==> src/include/mcs_defs.svh <==
// Register map, field positions and timing constants of the meter configuration block
`ifndef MCS_DEFS_SVH
`define MCS_DEFS_SVH

`define MCS_ADDR_W 18
`define MCS_DATA_W 32
`define MCS_REG_W 16
`define MCS_SAMPLE_W 24
`define MCS_INTEG_W 32

`define MCS_SIGN_IDX 16'he617
`define MCS_CFG_IDX 16'he618
`define MCS_IDX_HI 17
`define MCS_IDX_LO 2

`define MCS_SUM2_BIT 7
`define MCS_SUM3_BIT 8
`define MCS_CFG_INTEGRATOR_ENABLE 0
`define MCS_CFG_SWAP 3
`define MCS_CFG_VGND 4
`define MCS_CFG_IGND 5
`define MCS_CFG_FAST 6
`define MCS_CFG_SOFTWARE_RESET_TRIGGER 7
`define MCS_CFG_VOLTAGE_FOR_PHASE_A_CURRENT 8
`define MCS_CFG_VOLTAGE_FOR_PHASE_B_CURRENT 10
`define MCS_CFG_VOLTAGE_FOR_PHASE_C_CURRENT 12
`define MCS_CFG_RESET 16'h0000
`define MCS_CFG_WMASK 16'h3ff9

`define MCS_TERM2_LO 3
`define MCS_TERM3_LO 6
`define MCS_SRC2_LO 3
`define MCS_SRC3_LO 6

`define MCS_INTEG_SHIFT 8
`define MCS_CLK_PERIOD_NS 10
`define MCS_SOFTWARE_RESET_TRIGGER_TIME_NS 80
`define MCS_SOFTWARE_RESET_TRIGGER_CYCLES ((`MCS_SOFTWARE_RESET_TRIGGER_TIME_NS + `MCS_CLK_PERIOD_NS - 1) / `MCS_CLK_PERIOD_NS)
`define MCS_CNT_W 4

`endif

==> src/include/mcs_pkg.sv <==
// Types shared by the meter configuration block
package mcs_pkg;
`include "mcs_defs.svh"

    typedef logic signed [`MCS_SAMPLE_W-1:0] mcs_sample_t;
    typedef logic [`MCS_REG_W-1:0] mcs_reg_t;

    typedef enum logic [1:0] {
        MCS_ST_RUN = 2'b01,
        MCS_ST_SOFTWARE_RESET_TRIGGER = 2'b10
    } mcs_state_t;

    typedef enum logic [2:0] {
        MCS_SRC_ACTIVE = 3'h0,
        MCS_SRC_REACTIVE = 3'h1,
        MCS_SRC_APPARENT = 3'h2
    } mcs_src_t;

    typedef enum logic [1:0] {
        MCS_VSEL_OWN = 2'h0,
        MCS_VSEL_NEXT = 2'h1,
        MCS_VSEL_PREV = 2'h2
    } mcs_vsel_t;
endpackage

==> src/design/mcs_config_sign.sv <==
// APB register bank for power sign flags and datapath configuration
//
// Register access over APB and the register addresses are this design's own decisions.
`timescale 1ns/100ps
// Summary of operation
// - Sign bit 7 is 1 when the second pulse datapath power sum is negative, else 0.
// - The second pulse sum uses phase terms 5:3 and source select 5:3.
// - Sign bit 8 is 1 when the third pulse datapath power sum is negative, else 0.
// - The third pulse sum uses phase terms 8:6 and source select 8:6.
// - Sign register bits 15:9 always read zero.
// - Configuration bit 0 routes all four currents through the integrator, else bypass.
// - Configuration bit 3 swaps voltage and current channel outputs.
// - Configuration bit 4 makes the voltage converters read as grounded.
// - Configuration bit 5 makes the current converters read as grounded.
// - Configuration bit 6 enables the fast capture port and its clock on the shared pin.
// - With bit 6 clear the port is off and the shared pin carries the third pulse.
// - Writing 1 to configuration bit 7 starts a software reset.
// - Bits 9:8 pick the voltage for phase A current: A, B, C, and 11 acts as A.
// - Bits 11:10 pick the voltage for phase B current: B, C, A, and 11 acts as B.
// - Bits 13:12 pick the voltage for phase C current: C, A, B, and 11 acts as C.
// - Bits 2:1 and 15:14 do nothing and every field resets to zero.
module mcs_config_sign (
    input wire logic pclk,
    input wire logic presetn,
    input wire logic psel,
    input wire logic penable,
    input wire logic pwrite,
    input wire logic [`MCS_ADDR_W-1:0] paddr,
    input wire logic [`MCS_DATA_W-1:0] pwdata,
    input wire logic [3:0] pstrb,
    output logic [`MCS_DATA_W-1:0] prdata,
    output logic pready,
    output logic pslverr,
    input wire mcs_pkg::mcs_reg_t compensation_mode_register,
    input wire mcs_pkg::mcs_reg_t pulse_output_mode_register,
    input wire mcs_pkg::mcs_sample_t active_power_a,
    input wire mcs_pkg::mcs_sample_t active_power_b,
    input wire mcs_pkg::mcs_sample_t active_power_c,
    input wire mcs_pkg::mcs_sample_t reactive_power_a,
    input wire mcs_pkg::mcs_sample_t reactive_power_b,
    input wire mcs_pkg::mcs_sample_t reactive_power_c,
    input wire mcs_pkg::mcs_sample_t apparent_power_a,
    input wire mcs_pkg::mcs_sample_t apparent_power_b,
    input wire mcs_pkg::mcs_sample_t apparent_power_c,
    input wire mcs_pkg::mcs_sample_t voltage_sample_a,
    input wire mcs_pkg::mcs_sample_t voltage_sample_b,
    input wire mcs_pkg::mcs_sample_t voltage_sample_c,
    input wire mcs_pkg::mcs_sample_t current_sample_a,
    input wire mcs_pkg::mcs_sample_t current_sample_b,
    input wire mcs_pkg::mcs_sample_t current_sample_c,
    input wire mcs_pkg::mcs_sample_t current_sample_n,
    output mcs_pkg::mcs_sample_t voltage_channel_a,
    output mcs_pkg::mcs_sample_t voltage_channel_b,
    output mcs_pkg::mcs_sample_t voltage_channel_c,
    output mcs_pkg::mcs_sample_t current_channel_a,
    output mcs_pkg::mcs_sample_t current_channel_b,
    output mcs_pkg::mcs_sample_t current_channel_c,
    output mcs_pkg::mcs_sample_t current_channel_n,
    output mcs_pkg::mcs_sample_t voltage_for_phase_a_current,
    output mcs_pkg::mcs_sample_t voltage_for_phase_b_current,
    output mcs_pkg::mcs_sample_t voltage_for_phase_c_current,
    input wire logic third_pulse_output,
    input wire logic fast_capture_clock,
    output logic shared_pulse_pin,
    output logic fast_capture_port_enable,
    output logic integrator_enable,
    output logic voltage_adc_ground_force,
    output logic current_adc_ground_force,
    output logic software_reset_active
);
    import mcs_pkg::*;

    localparam int NCUR = 4;
    localparam int NVOLT = 3;

    mcs_reg_t cfg_ff;
    mcs_state_t state_ff;
    mcs_state_t nxt_state;
    logic [`MCS_CNT_W-1:0] rst_cnt_ff;
    logic second_pulse_sum_negative_ff;
    logic third_pulse_sum_negative_ff;
    logic second_neg;
    logic third_neg;
    logic pin_ff;

    mcs_sample_t cur_in [NCUR];
    mcs_sample_t cur_gnd [NCUR];
    mcs_sample_t cur_proc [NCUR];
    mcs_sample_t cur_out_ff [NCUR];
    logic signed [`MCS_INTEG_W-1:0] integ_ff [NCUR];
    mcs_sample_t volt_in [NVOLT];
    mcs_sample_t volt_gnd [NVOLT];
    mcs_sample_t volt_out_ff [NVOLT];
    mcs_sample_t volt_sel_ff [NVOLT];

    logic in_reset;
    logic access;
    logic [`MCS_IDX_HI-`MCS_IDX_LO:0] reg_idx;
    logic hit_sign;
    logic hit_cfg;
    logic cfg_write;
    mcs_reg_t wmask;
    mcs_reg_t sign_view;
    mcs_reg_t cfg_view;
    logic software_reset_trigger_req;

    assign in_reset = (state_ff == MCS_ST_SOFTWARE_RESET_TRIGGER);

    // APB decode; the slave never inserts wait states
    assign access = psel & penable;
    assign reg_idx = paddr[`MCS_IDX_HI:`MCS_IDX_LO];
    assign hit_sign = (reg_idx == `MCS_SIGN_IDX) && (paddr[1:0] == 2'h0);
    assign hit_cfg = (reg_idx == `MCS_CFG_IDX) && (paddr[1:0] == 2'h0);
    assign pready = 1'b1;
    assign pslverr = access & ~(hit_sign | hit_cfg);
    // Writes during a software reset are dropped so the reset ends in defaults
    assign cfg_write = access & pwrite & hit_cfg & ~in_reset;
    assign wmask = {{8{pstrb[1]}}, {8{pstrb[0]}}} & `MCS_CFG_WMASK;
    assign software_reset_trigger_req = cfg_write & pstrb[0] & pwdata[`MCS_CFG_SOFTWARE_RESET_TRIGGER];

    always_comb begin
        sign_view = '0;
        sign_view[`MCS_SUM2_BIT] = second_pulse_sum_negative_ff;
        sign_view[`MCS_SUM3_BIT] = third_pulse_sum_negative_ff;
    end

    // reset bit reads 1 only while active
    always_comb begin
        cfg_view = cfg_ff;
        cfg_view[`MCS_CFG_SOFTWARE_RESET_TRIGGER] = in_reset;
    end

    always_comb begin
        prdata = '0;
        if (access & ~pwrite & hit_sign) begin
            prdata = {16'h0000, sign_view};
        end else if (access & ~pwrite & hit_cfg) begin
            prdata = {16'h0000, cfg_view};
        end
    end

    // reserved bits never stored, defaults zero
    always_ff @(posedge pclk or negedge presetn) begin
        if (!presetn) begin
            cfg_ff <= `MCS_CFG_RESET;
        end else if (in_reset) begin
            cfg_ff <= `MCS_CFG_RESET;
        end else if (cfg_write) begin
            cfg_ff <= (cfg_ff & ~wmask) | (pwdata[`MCS_REG_W-1:0] & wmask);
        end
    end

    always_comb begin
        nxt_state = state_ff;
        case (state_ff)
            MCS_ST_RUN: begin
                if (software_reset_trigger_req) begin
                    nxt_state = MCS_ST_SOFTWARE_RESET_TRIGGER;
                end
            end
            MCS_ST_SOFTWARE_RESET_TRIGGER: begin
                if (rst_cnt_ff == `MCS_CNT_W'(`MCS_SOFTWARE_RESET_TRIGGER_CYCLES - 1)) begin
                    nxt_state = MCS_ST_RUN;
                end
            end
            default: begin
                nxt_state = MCS_ST_RUN;
            end
        endcase
    end

    always_ff @(posedge pclk or negedge presetn) begin
        if (!presetn) begin
            state_ff <= MCS_ST_RUN;
        end else begin
            state_ff <= nxt_state;
        end
    end

    always_ff @(posedge pclk or negedge presetn) begin
        if (!presetn) begin
            rst_cnt_ff <= '0;
        end else if (in_reset) begin
            rst_cnt_ff <= rst_cnt_ff + `MCS_CNT_W'(1);
        end else begin
            rst_cnt_ff <= '0;
        end
    end

    assign software_reset_active = in_reset;

    mcs_sum_sign u_sum2 (
        .phase_terms(compensation_mode_register[`MCS_TERM2_LO+2:`MCS_TERM2_LO]),
        .source_select(pulse_output_mode_register[`MCS_SRC2_LO+2:`MCS_SRC2_LO]),
        .active_a(active_power_a),
        .active_b(active_power_b),
        .active_c(active_power_c),
        .reactive_a(reactive_power_a),
        .reactive_b(reactive_power_b),
        .reactive_c(reactive_power_c),
        .apparent_a(apparent_power_a),
        .apparent_b(apparent_power_b),
        .apparent_c(apparent_power_c),
        .sum_negative(second_neg)
    );

    mcs_sum_sign u_sum3 (
        .phase_terms(compensation_mode_register[`MCS_TERM3_LO+2:`MCS_TERM3_LO]),
        .source_select(pulse_output_mode_register[`MCS_SRC3_LO+2:`MCS_SRC3_LO]),
        .active_a(active_power_a),
        .active_b(active_power_b),
        .active_c(active_power_c),
        .reactive_a(reactive_power_a),
        .reactive_b(reactive_power_b),
        .reactive_c(reactive_power_c),
        .apparent_a(apparent_power_a),
        .apparent_b(apparent_power_b),
        .apparent_c(apparent_power_c),
        .sum_negative(third_neg)
    );

    always_ff @(posedge pclk or negedge presetn) begin
        if (!presetn) begin
            second_pulse_sum_negative_ff <= 1'b0;
            third_pulse_sum_negative_ff <= 1'b0;
        end else if (in_reset) begin
            second_pulse_sum_negative_ff <= 1'b0;
            third_pulse_sum_negative_ff <= 1'b0;
        end else begin
            second_pulse_sum_negative_ff <= second_neg;
            third_pulse_sum_negative_ff <= third_neg;
        end
    end

    assign integrator_enable = cfg_ff[`MCS_CFG_INTEGRATOR_ENABLE];
    assign voltage_adc_ground_force = cfg_ff[`MCS_CFG_VGND];
    assign current_adc_ground_force = cfg_ff[`MCS_CFG_IGND];
    assign fast_capture_port_enable = cfg_ff[`MCS_CFG_FAST];

    assign cur_in[0] = current_sample_a;
    assign cur_in[1] = current_sample_b;
    assign cur_in[2] = current_sample_c;
    assign cur_in[3] = current_sample_n;
    assign volt_in[0] = voltage_sample_a;
    assign volt_in[1] = voltage_sample_b;
    assign volt_in[2] = voltage_sample_c;

    genvar gi;
    generate
        for (gi = 0; gi < NCUR; gi++) begin : g_cur
            assign cur_gnd[gi] = cfg_ff[`MCS_CFG_IGND] ? '0 : cur_in[gi];

            // Leaky accumulator keeps DC offsets from winding the sum up
            always_ff @(posedge pclk or negedge presetn) begin
                if (!presetn) begin
                    integ_ff[gi] <= '0;
                end else if (in_reset | ~cfg_ff[`MCS_CFG_INTEGRATOR_ENABLE]) begin
                    integ_ff[gi] <= '0;
                end else begin
                    integ_ff[gi] <= integ_ff[gi] - (integ_ff[gi] >>> `MCS_INTEG_SHIFT)
                        + `MCS_INTEG_W'(cur_gnd[gi]);
                end
            end

            assign cur_proc[gi] = cfg_ff[`MCS_CFG_INTEGRATOR_ENABLE]
                ? integ_ff[gi][`MCS_INTEG_W-1:`MCS_INTEG_SHIFT] : cur_gnd[gi];
        end

        for (gi = 0; gi < NVOLT; gi++) begin : g_volt
            assign volt_gnd[gi] = cfg_ff[`MCS_CFG_VGND] ? '0 : volt_in[gi];

            always_ff @(posedge pclk or negedge presetn) begin
                if (!presetn) begin
                    volt_out_ff[gi] <= '0;
                    cur_out_ff[gi] <= '0;
                end else if (cfg_ff[`MCS_CFG_SWAP]) begin
                    volt_out_ff[gi] <= cur_proc[gi];
                    cur_out_ff[gi] <= volt_gnd[gi];
                end else begin
                    volt_out_ff[gi] <= volt_gnd[gi];
                    cur_out_ff[gi] <= cur_proc[gi];
                end
            end

            always_ff @(posedge pclk or negedge presetn) begin
                if (!presetn) begin
                    volt_sel_ff[gi] <= '0;
                end else begin
                    case (mcs_vsel_t'(cfg_ff[`MCS_CFG_VOLTAGE_FOR_PHASE_A_CURRENT + 2*gi +: 2]))
                        MCS_VSEL_NEXT: volt_sel_ff[gi] <= volt_out_ff[(gi + 1) % NVOLT];
                        MCS_VSEL_PREV: volt_sel_ff[gi] <= volt_out_ff[(gi + 2) % NVOLT];
                        default: volt_sel_ff[gi] <= volt_out_ff[gi];
                    endcase
                end
            end
        end
    endgenerate

    // Neutral has no voltage partner, so the swap leaves it alone
    always_ff @(posedge pclk or negedge presetn) begin
        if (!presetn) begin
            cur_out_ff[3] <= '0;
        end else begin
            cur_out_ff[3] <= cur_proc[3];
        end
    end

    assign voltage_channel_a = volt_out_ff[0];
    assign voltage_channel_b = volt_out_ff[1];
    assign voltage_channel_c = volt_out_ff[2];
    assign current_channel_a = cur_out_ff[0];
    assign current_channel_b = cur_out_ff[1];
    assign current_channel_c = cur_out_ff[2];
    assign current_channel_n = cur_out_ff[3];
    assign voltage_for_phase_a_current = volt_sel_ff[0];
    assign voltage_for_phase_b_current = volt_sel_ff[1];
    assign voltage_for_phase_c_current = volt_sel_ff[2];

    always_ff @(posedge pclk or negedge presetn) begin
        if (!presetn) begin
            pin_ff <= 1'b0;
        end else if (cfg_ff[`MCS_CFG_FAST]) begin
            pin_ff <= fast_capture_clock;
        end else begin
            pin_ff <= third_pulse_output;
        end
    end

    assign shared_pulse_pin = pin_ff;
endmodule

==> src/design/mcs_sum_sign.sv <==
// Sign of the summed phase powers feeding one pulse-output datapath
`timescale 1ns/100ps
module mcs_sum_sign (
    input wire logic [2:0] phase_terms,
    input wire logic [2:0] source_select,
    input wire mcs_pkg::mcs_sample_t active_a,
    input wire mcs_pkg::mcs_sample_t active_b,
    input wire mcs_pkg::mcs_sample_t active_c,
    input wire mcs_pkg::mcs_sample_t reactive_a,
    input wire mcs_pkg::mcs_sample_t reactive_b,
    input wire mcs_pkg::mcs_sample_t reactive_c,
    input wire mcs_pkg::mcs_sample_t apparent_a,
    input wire mcs_pkg::mcs_sample_t apparent_b,
    input wire mcs_pkg::mcs_sample_t apparent_c,
    output logic sum_negative
);
    import mcs_pkg::*;

    // Two guard bits: three full-scale terms cannot overflow the sum
    logic signed [`MCS_SAMPLE_W+1:0] sum;
    mcs_sample_t pick_a;
    mcs_sample_t pick_b;
    mcs_sample_t pick_c;

    always_comb begin
        case (source_select)
            MCS_SRC_REACTIVE: begin
                pick_a = reactive_a;
                pick_b = reactive_b;
                pick_c = reactive_c;
            end
            MCS_SRC_APPARENT: begin
                pick_a = apparent_a;
                pick_b = apparent_b;
                pick_c = apparent_c;
            end
            // Unused codes fall back to active power
            default: begin
                pick_a = active_a;
                pick_b = active_b;
                pick_c = active_c;
            end
        endcase
    end

    always_comb begin
        sum = '0;
        if (phase_terms[0]) begin
            sum = sum + (`MCS_SAMPLE_W+2)'(pick_a);
        end
        if (phase_terms[1]) begin
            sum = sum + (`MCS_SAMPLE_W+2)'(pick_b);
        end
        if (phase_terms[2]) begin
            sum = sum + (`MCS_SAMPLE_W+2)'(pick_c);
        end
    end

    // A zero sum counts as positive
    assign sum_negative = sum[`MCS_SAMPLE_W+1];
endmodule

==> config.mk <==
export PLATFORM = sky130hd
export DESIGN_NAME = mcs_config_sign
export DESIGN_NICKNAME = d
export VERILOG_FILES = /design/src/include/mcs_pkg.sv /design/src/design/mcs_config_sign.sv /design/src/design/mcs_sum_sign.sv
export VERILOG_INCLUDE_DIRS = /design/src /design/src/include
export SDC_FILE = /design/constraint.sdc
export NUM_CORES = 2
export LEC_CHECK = 0
export ABC_AREA = 1
export BUFFER_PORTS_ARGS = -buffer_cell sky130_fd_sc_hd__buf_2
export CORE_AREA = 2 2 292 294
export CTS_CLUSTER_SIZE = 28
export DETAILED_ROUTE_END_ITERATION = 10
export DIE_AREA = 0 0 294 296
export MAX_ROUTING_LAYER = met4
export PLACE_DENSITY = 0.62
export SLEW_MARGIN = 10
export SYNTH_ARGS = -nofsm -noshare
export SYNTH_HDL_FRONTEND = slang
export SYNTH_SLANG_ARGS = --single-unit
==> constraint.sdc <==
create_clock -name pclk -period 3.4 [get_ports pclk]
set_clock_uncertainty 0.1 [all_clocks]
set_input_delay 1.02 -clock pclk [delete_from_list [all_inputs] [get_ports pclk]]
set_output_delay 1.02 -clock pclk [all_outputs]
set_load 0.005 [all_outputs]
# Yosys cells after proc, flatten, opt, wreduce, memory -nomap -nowiden
# Index checks and enable logic that the tools add are counted.
[word_totals]
ff_bits = 393
latchBits = 0
ram_bits = 0
romBits = 0
inputBits = 477
wordCells = 122
mem_count = 0
[classes]
n_addsub = 13
mul = 0
div = 0
n_lt_le_gt_ge = 0
eq_ne = 17
shift = 0
muxes = 47
n_bitwise = 20
n_reduce_logical = 5
[op_table]
columns = ["operator", "count"]
rows = [
  ["$pmux 24 s2", 9],
  ["$mux 24", 17],
  ["$mux 32", 5],
  ["$mux 26", 6],
  ["$add 32x24->32", 4],
  ["$sub 32x24->32", 4],
  ["$add 26x24->26", 4],
  ["$mux 16", 3],
  ["$eq 16x16->1 const B", 2],
  ["$and 16x14->16", 1],
  ["$and 16x16->16", 1],
  ["$not 14->16", 1],
  ["$or 16x16->16", 1],
  ["$and 1x1->1", 10],
  ["$eq 2x1->1 const B", 4],
  ["$eq 2x2->1 const B", 4],
  ["$eq 3x1->1 const B", 2],
  ["$eq 3x2->1 const B", 2],
  ["$add 4x1->4 const B", 1],
  ["$eq 4x3->1 const B", 1],
  ["$mux 2", 2],
  ["$mux 4", 1],
  ["$not 1->1", 4],
  ["$pmux 2 s2", 1],
  ["8 further kinds", 12],
]

# Longest topological paths before layout
[depth]
ltp_word = 8
mapped_depth = 35
ltp_nobuf = 33

# Modules after synthesis
# A second synthesis with hierarchy kept.
[unflattened]
cells_unflattened = 5577
hier_area_um2 = 36103.4
[by_module_without_submodules]
columns = ["module", "n_inst", "cells_each", "area_per_inst_um2", "seq_area_each_um2"]
rows = [
  ["mcs_config_sign", 1, 4182, 28984.0, 9710.6],
  ["mcs_sum_sign (u_sum3)", 1, 698, 3564.7, 0.0],
  ["mcs_sum_sign (u_sum2)", 1, 697, 3554.7, 0.0],
]

# Least setup slack after synthesis
# OpenSTA, ideal clock, no wires.
[synth_path]
kind = "input to register"
from = "input pulse_output_mode_register[8]"
to = "register third_pulse_sum_negative_ff"
arrival_ns = 4.670
t_required_ns = 3.186
path_slack_ns = -1.484
path_stages = 31
cell_sequence = "inv_2 nand3_4 nand2_2 inv_2 buf_2 buf_4 buf_2 nand2_1 o221ai_1 ha_1 fa_1 nand3_1 nand2_1 a21boi_2 o21ai_2 nand3_1 nand2_1 or2_1 nand3_1 nand2_1 ha_1 nand2_1 inv_1 nor3_1 a21oi_1 nor2_1 nand3_1 nand3_1 nand2_1 inv_1 nor2_1"
[synth_via]
elab_chain_len = 8
[synth_lines]
columns = ["element", "line", "rtl"]
rows = [
  ["from (decl)", "mcs_config_sign.sv:35", "input wire mcs_pkg::mcs_reg_t pulse_output_mode_register,"],
  ["$eq 3x2->1 or $eq 3x1->1 (tied branches)", "mcs_sum_sign.sv:26", "case (source_select)"],
  ["$pmux 24 s2", "mcs_sum_sign.sv:26", ""],
  ["$mux 26", "mcs_sum_sign.sv:48", "if (phase_terms[0]) begin"],
  ["$add 26x24->26", "mcs_sum_sign.sv:52", "sum = sum + (`MCS_SAMPLE_W+2)'(pick_b);"],
  ["$mux 26", "mcs_sum_sign.sv:51", "if (phase_terms[1]) begin"],
  ["$add 26x24->26", "mcs_sum_sign.sv:55", "sum = sum + (`MCS_SAMPLE_W+2)'(pick_c);"],
  ["$mux 26 *", "mcs_sum_sign.sv:54", "if (phase_terms[2]) begin"],
  ["$mux 1 *", "mcs_config_sign.sv:226", "end else if (in_reset) begin"],
  ["to (signal assigned)", "mcs_config_sign.sv:231", "third_pulse_sum_negative_ff <= third_neg;"],
  ["to (decl)", "mcs_config_sign.sv:81", "logic third_pulse_sum_negative_ff;"],
]
# Mark *: on every way between the ends. The rest lies on a longest branch, timed or not.
# A chain may end at the register's enable or synchronous reset.

# Worst setup path in the final report
[layout_path]
from = "input pulse_output_mode_register[5]"
to = "register second_pulse_sum_negative_ff"
[layout_via]
elab_chain_len = 8
[layout_lines]
columns = ["element", "line", "rtl"]
rows = [
  ["$eq 3x2->1 or $eq 3x1->1 (tied branches)", "mcs_sum_sign.sv:26", ""],
  ["$pmux 24 s2", "mcs_sum_sign.sv:26", ""],
  ["$mux 26", "mcs_sum_sign.sv:48", ""],
  ["$add 26x24->26", "mcs_sum_sign.sv:52", ""],
  ["$mux 26", "mcs_sum_sign.sv:51", ""],
  ["$add 26x24->26", "mcs_sum_sign.sv:55", ""],
  ["$mux 26 *", "mcs_sum_sign.sv:54", ""],
  ["$mux 1 *", "mcs_config_sign.sv:226", ""],
  ["to (signal assigned)", "mcs_config_sign.sv:230", "second_pulse_sum_negative_ff <= second_neg;"],
  ["to (decl)", "mcs_config_sign.sv:80", "logic second_pulse_sum_negative_ff;"],
]
# Marks and branches as above.

==> results.yml <==
outcome:
  result_of_the_run: "complete, but fails checks"
  failed_checks: "negative setup slack"
final_layout:
  layout-area-overhead-vs-synth_pct: 42.7
  drive_gt1_share_pct: 32.4
  fillers: 8053
  layout_commonest_cell: "inv_1"
  mostFrequentLayoutCells: "879 x inv_1, 864 x nand2_1, 726 x buf_4"
  final_util_pct: 57.7
  finish.net_count: 6987
  multiInputGateArea_mm2: 0.0220
  final-seq-area_mm2: 0.00972
  finish.cell_count_without_fillers: 7310
worst_setup_path:
  ff2ff_setup_slack_ps: 130
  timing.critical_path.slowest_stage_cell: "ha_1"
  setup.worst_path.class: "input pin to register"
  cp_data_required_time_ps: 3740
  critical-path-top-cell-by-count: "nand2_2"
  crit_fanout: 6
  startpoint_type: "input pin"
  crit_path_end_kind: "register"
  critical-path-max-stage-delay_ps: 300
  worstPathArrival_ps: 4800
clock_network:
  cell_at_the_root_of_the_clock_tree: "clkbuf_16"
  tritoncts_clock_tree: "built"
  h-tree-depth: 2
  tritoncts_buffer_count: 46
  quantity_of_hold_fixing_buffers_added_after_cts: 0
  clk_pin_slew_ps: 60
  clock_sink_count: 388
  clk_latency_ps: 630
  clockBufferDepth: 3
sta:
  grt_setup_unrepaired: "yes"
  period_share_pct: 131
  finalSetupViolations: 7
  timing_max_transition_violations_final: 0
  fin_crit_ps: 4460
  number_of_failing_hold_endpoints_at_the_final_stage: 0
  setup_total_negative_slack_ps: -2250
  max_freq_ghz: 0.224
  timing_worst_slew_pin_value_ps: 1190
  final.setup.worst_slack_ps: -1060
  finalHoldWorstSlack_ps: 276
  maxSlewHeadroom_pct: 20.0
logic_synthesis:
  synth.yosys.seq_area_share_pct: 28.5
  syn_area_mm2: 0.0340
  synth.lib_cells_used.distinct: 58
  postSynth.asyncResetShare_pct: 100
  ys_warn_count: 0
  post_synthesis_sequential_element_count: 388
  synth_ff_type: "dfrtp_1"
  netlist_instances: 4791
  syn_avg_cell_area_um2: 7.10
  synth-edff-count: 0
power:
  internal-power_mw: 10.5
  power_per_cell_area_mw_per_mm2: 332
  p_leak_nw: 25.3
  share_comb_of_total_power_pct: 36.3
  worst_ir_drop_vdd_mv: 0.358
  switching_share_pct: 34.8
  total_power_mw: 16.1
  pwr-share-seq_pct: 30.6
  power.net_switching_mw: 5.61
  clock_power_share_pct: 33.1
place:
  finalWeightedCongestion: 1.03
  hpwlAfterDp_um: 134000
  port-buffer-count: 693
  placed_cells_incl_taps: 7122
detailed_routing:
  routed_wl_um: 165000
  initial_drc_count: 3417
  wire_per_inst_um: 22.5
  postRouteAntennaNets: 0
  route.detailed.drc: 0
  via_count: 38900
  detail_route.first_pass.iterations: 8
  via_count_normalized_by_instance_count: 5.32
floorplan:
  fp.dieArea_mm2: 0.0870
  effective_utilization_at_floorplan_pct: 40.4
  width_of_the_die_um: 294
  die_h_um: 296
  rows: 107
  design.core.area_mm2: 0.0842
  io_pins: 757
global_route:
  grt_usage_pct: 37.6
  grt_max_degree: 146
  first_pass_grt_wire_length_um: 236000
  initial_antenna_violation_count: 44
  via_count_of_the_first_global_routing_pass: 37500
  global_route.overflow_total: 0
run:
  timing.max_cap.violations: 0
worst_hold_path:
  hold_class: "input pin to async pin"
## cell usage after synthesis (all sizes together), types with 2 or more instances
master	count	area, um2
clkbuf	112	420
nand3b	4	30.0
a21boi	10	131
a21o	19	143
o21a	8	60.1
o21bai	13	120
xnor2	20	175
nand4	34	213
o221ai	100	876
a31oi	24	178
xor2	25	219
nand3	264	1420
dfrtp	387	9680
a21oi	359	1890
ha	235	2940
o21ai	521	2690
buf	86	455
o22ai	117	732
o211ai	6	45.0
nor3b	10	105
o31ai	3	22.5
nor4	10	68.8
and3	2	12.5
nor2	369	1400
or2	22	138
conb	2	7.51
nand2	941	3590
nor3	46	245
inv	910	3420
fa	126	2520
## final cells by class
class                      instances  share of cell area [%]
multi-input combinational       3314                    45.3
timing repair buffer            1487                    21.1
sequential                       388                    20.0
inverter                         910                    7.21
tap                             1090                    2.81
clock buffer                      63                    2.65
clock inverter                    22                   0.670
antenna                           34                   0.175
timing repair inverter             2                  0.0593
## stage by stage
stage	worst slack [ps]	instance area (um2)
after global routing	-1310	48500
after global placement	-1920	44000
after detailed placement	-1950	44000
final	-1060	48600
after CTS	-941	47200
after floorplan	-1140	34300
## power by group through the flow
stage               Clock (mW)  Combinational [mW]  Sequential [mW]
finish                    5.34                5.85             4.92
global placement             0                5.16             5.00
CTS                       5.40                5.51             4.91
detailed placement           0                5.19             5.00
floorplan                    0                2.52             4.92
global route              5.58                6.37             4.92
## logic make-up (layout without fill, tap and decap cells)
logic type | Yosys count | after routing | share of synthesized area (%)
AND/OR/NAND/NOR | 1702 | 1702 | 21.2
XOR/XNOR | 45 | 45 | 1.16
buffers and inverters | 1108 | 2484 | 12.6
AO/OA/AOI/OAI | 1185 | 1185 | 20.4
flip-flops | 388 | 388 | 28.5
other | 2 | 55 | 0.0221
adder cells (fa/ha/maj) | 361 | 361 | 16.1
## worst max-delay path, delay by kind of cell
kind / cells / cell delay (ps)
adders and majority gates: 2 / 540
and+or+nand+nor: 15 / 1570
xor gates and xnor gates: 1 / 180
buffers and inverters: 8 / 840
AOI/OAI and AO/OA: 4 / 630
## sequential cells by signal (all words and copies together), names as in the netlist
| name | flops |
|---|---|
| current_channel_n | 24 |
| cfg_ff | 11 |
| rst_cnt_ff | 4 |
| voltage_for_phase_b_current | 24 |
| third_pulse_sum_negative_ff | 1 |
| current_channel_b | 24 |
| shared_pulse_pin | 1 |
| current_channel_c | 24 |
| voltage_for_phase_c_current | 24 |
| state_ff | 2 |
| integ_ff | 128 |
| voltage_for_phase_a_current | 24 |
| voltage_channel_c | 24 |
| current_channel_a | 24 |
| second_pulse_sum_negative_ff | 1 |
| voltage_channel_b | 24 |
| voltage_channel_a | 24 |
## worst paths after layout
check / from / endpoint / cells after the start
max in group asynchronous: presetn / cfg_ff[0]$_DFFE_PN0P_ / 2
min in group pclk: rst_cnt_ff[0]$_DFF_PN0_ / rst_cnt_ff[0]$_DFF_PN0_ / 1
worst min register to register: rst_cnt_ff[0]$_DFF_PN0_ / rst_cnt_ff[0]$_DFF_PN0_ / 1
worst min-delay path: presetn / current_channel_c[11]$_DFF_PN0_ / 1
worst max-delay path: pulse_output_mode_register[5] / second_pulse_sum_negative_ff$_DFF_PN0_ / 30
worst max register to register: cfg_ff[5]$_DFFE_PN0P_ / integ_ff[88]$_DFF_PN0_ / 17
## metal layers
layer	track usage, %	vias up	share of wire [%]
li1	-	18400	-
met1	47.7	18500	42
met2	58.7	1614	45
met3	8.30	359	8.7
met4	14.0	0	4.5
met5	-	-	0
## timing repair
item,4_1_cts,5_1_grt
setup endpoints to repair,17,87
gates resized for setup,217,218
setup buffers,36,19
gates cloned,10,5
hold endpoints to repair,0,0
pin swaps,75,83
Power figures use the tool's default switching activity.
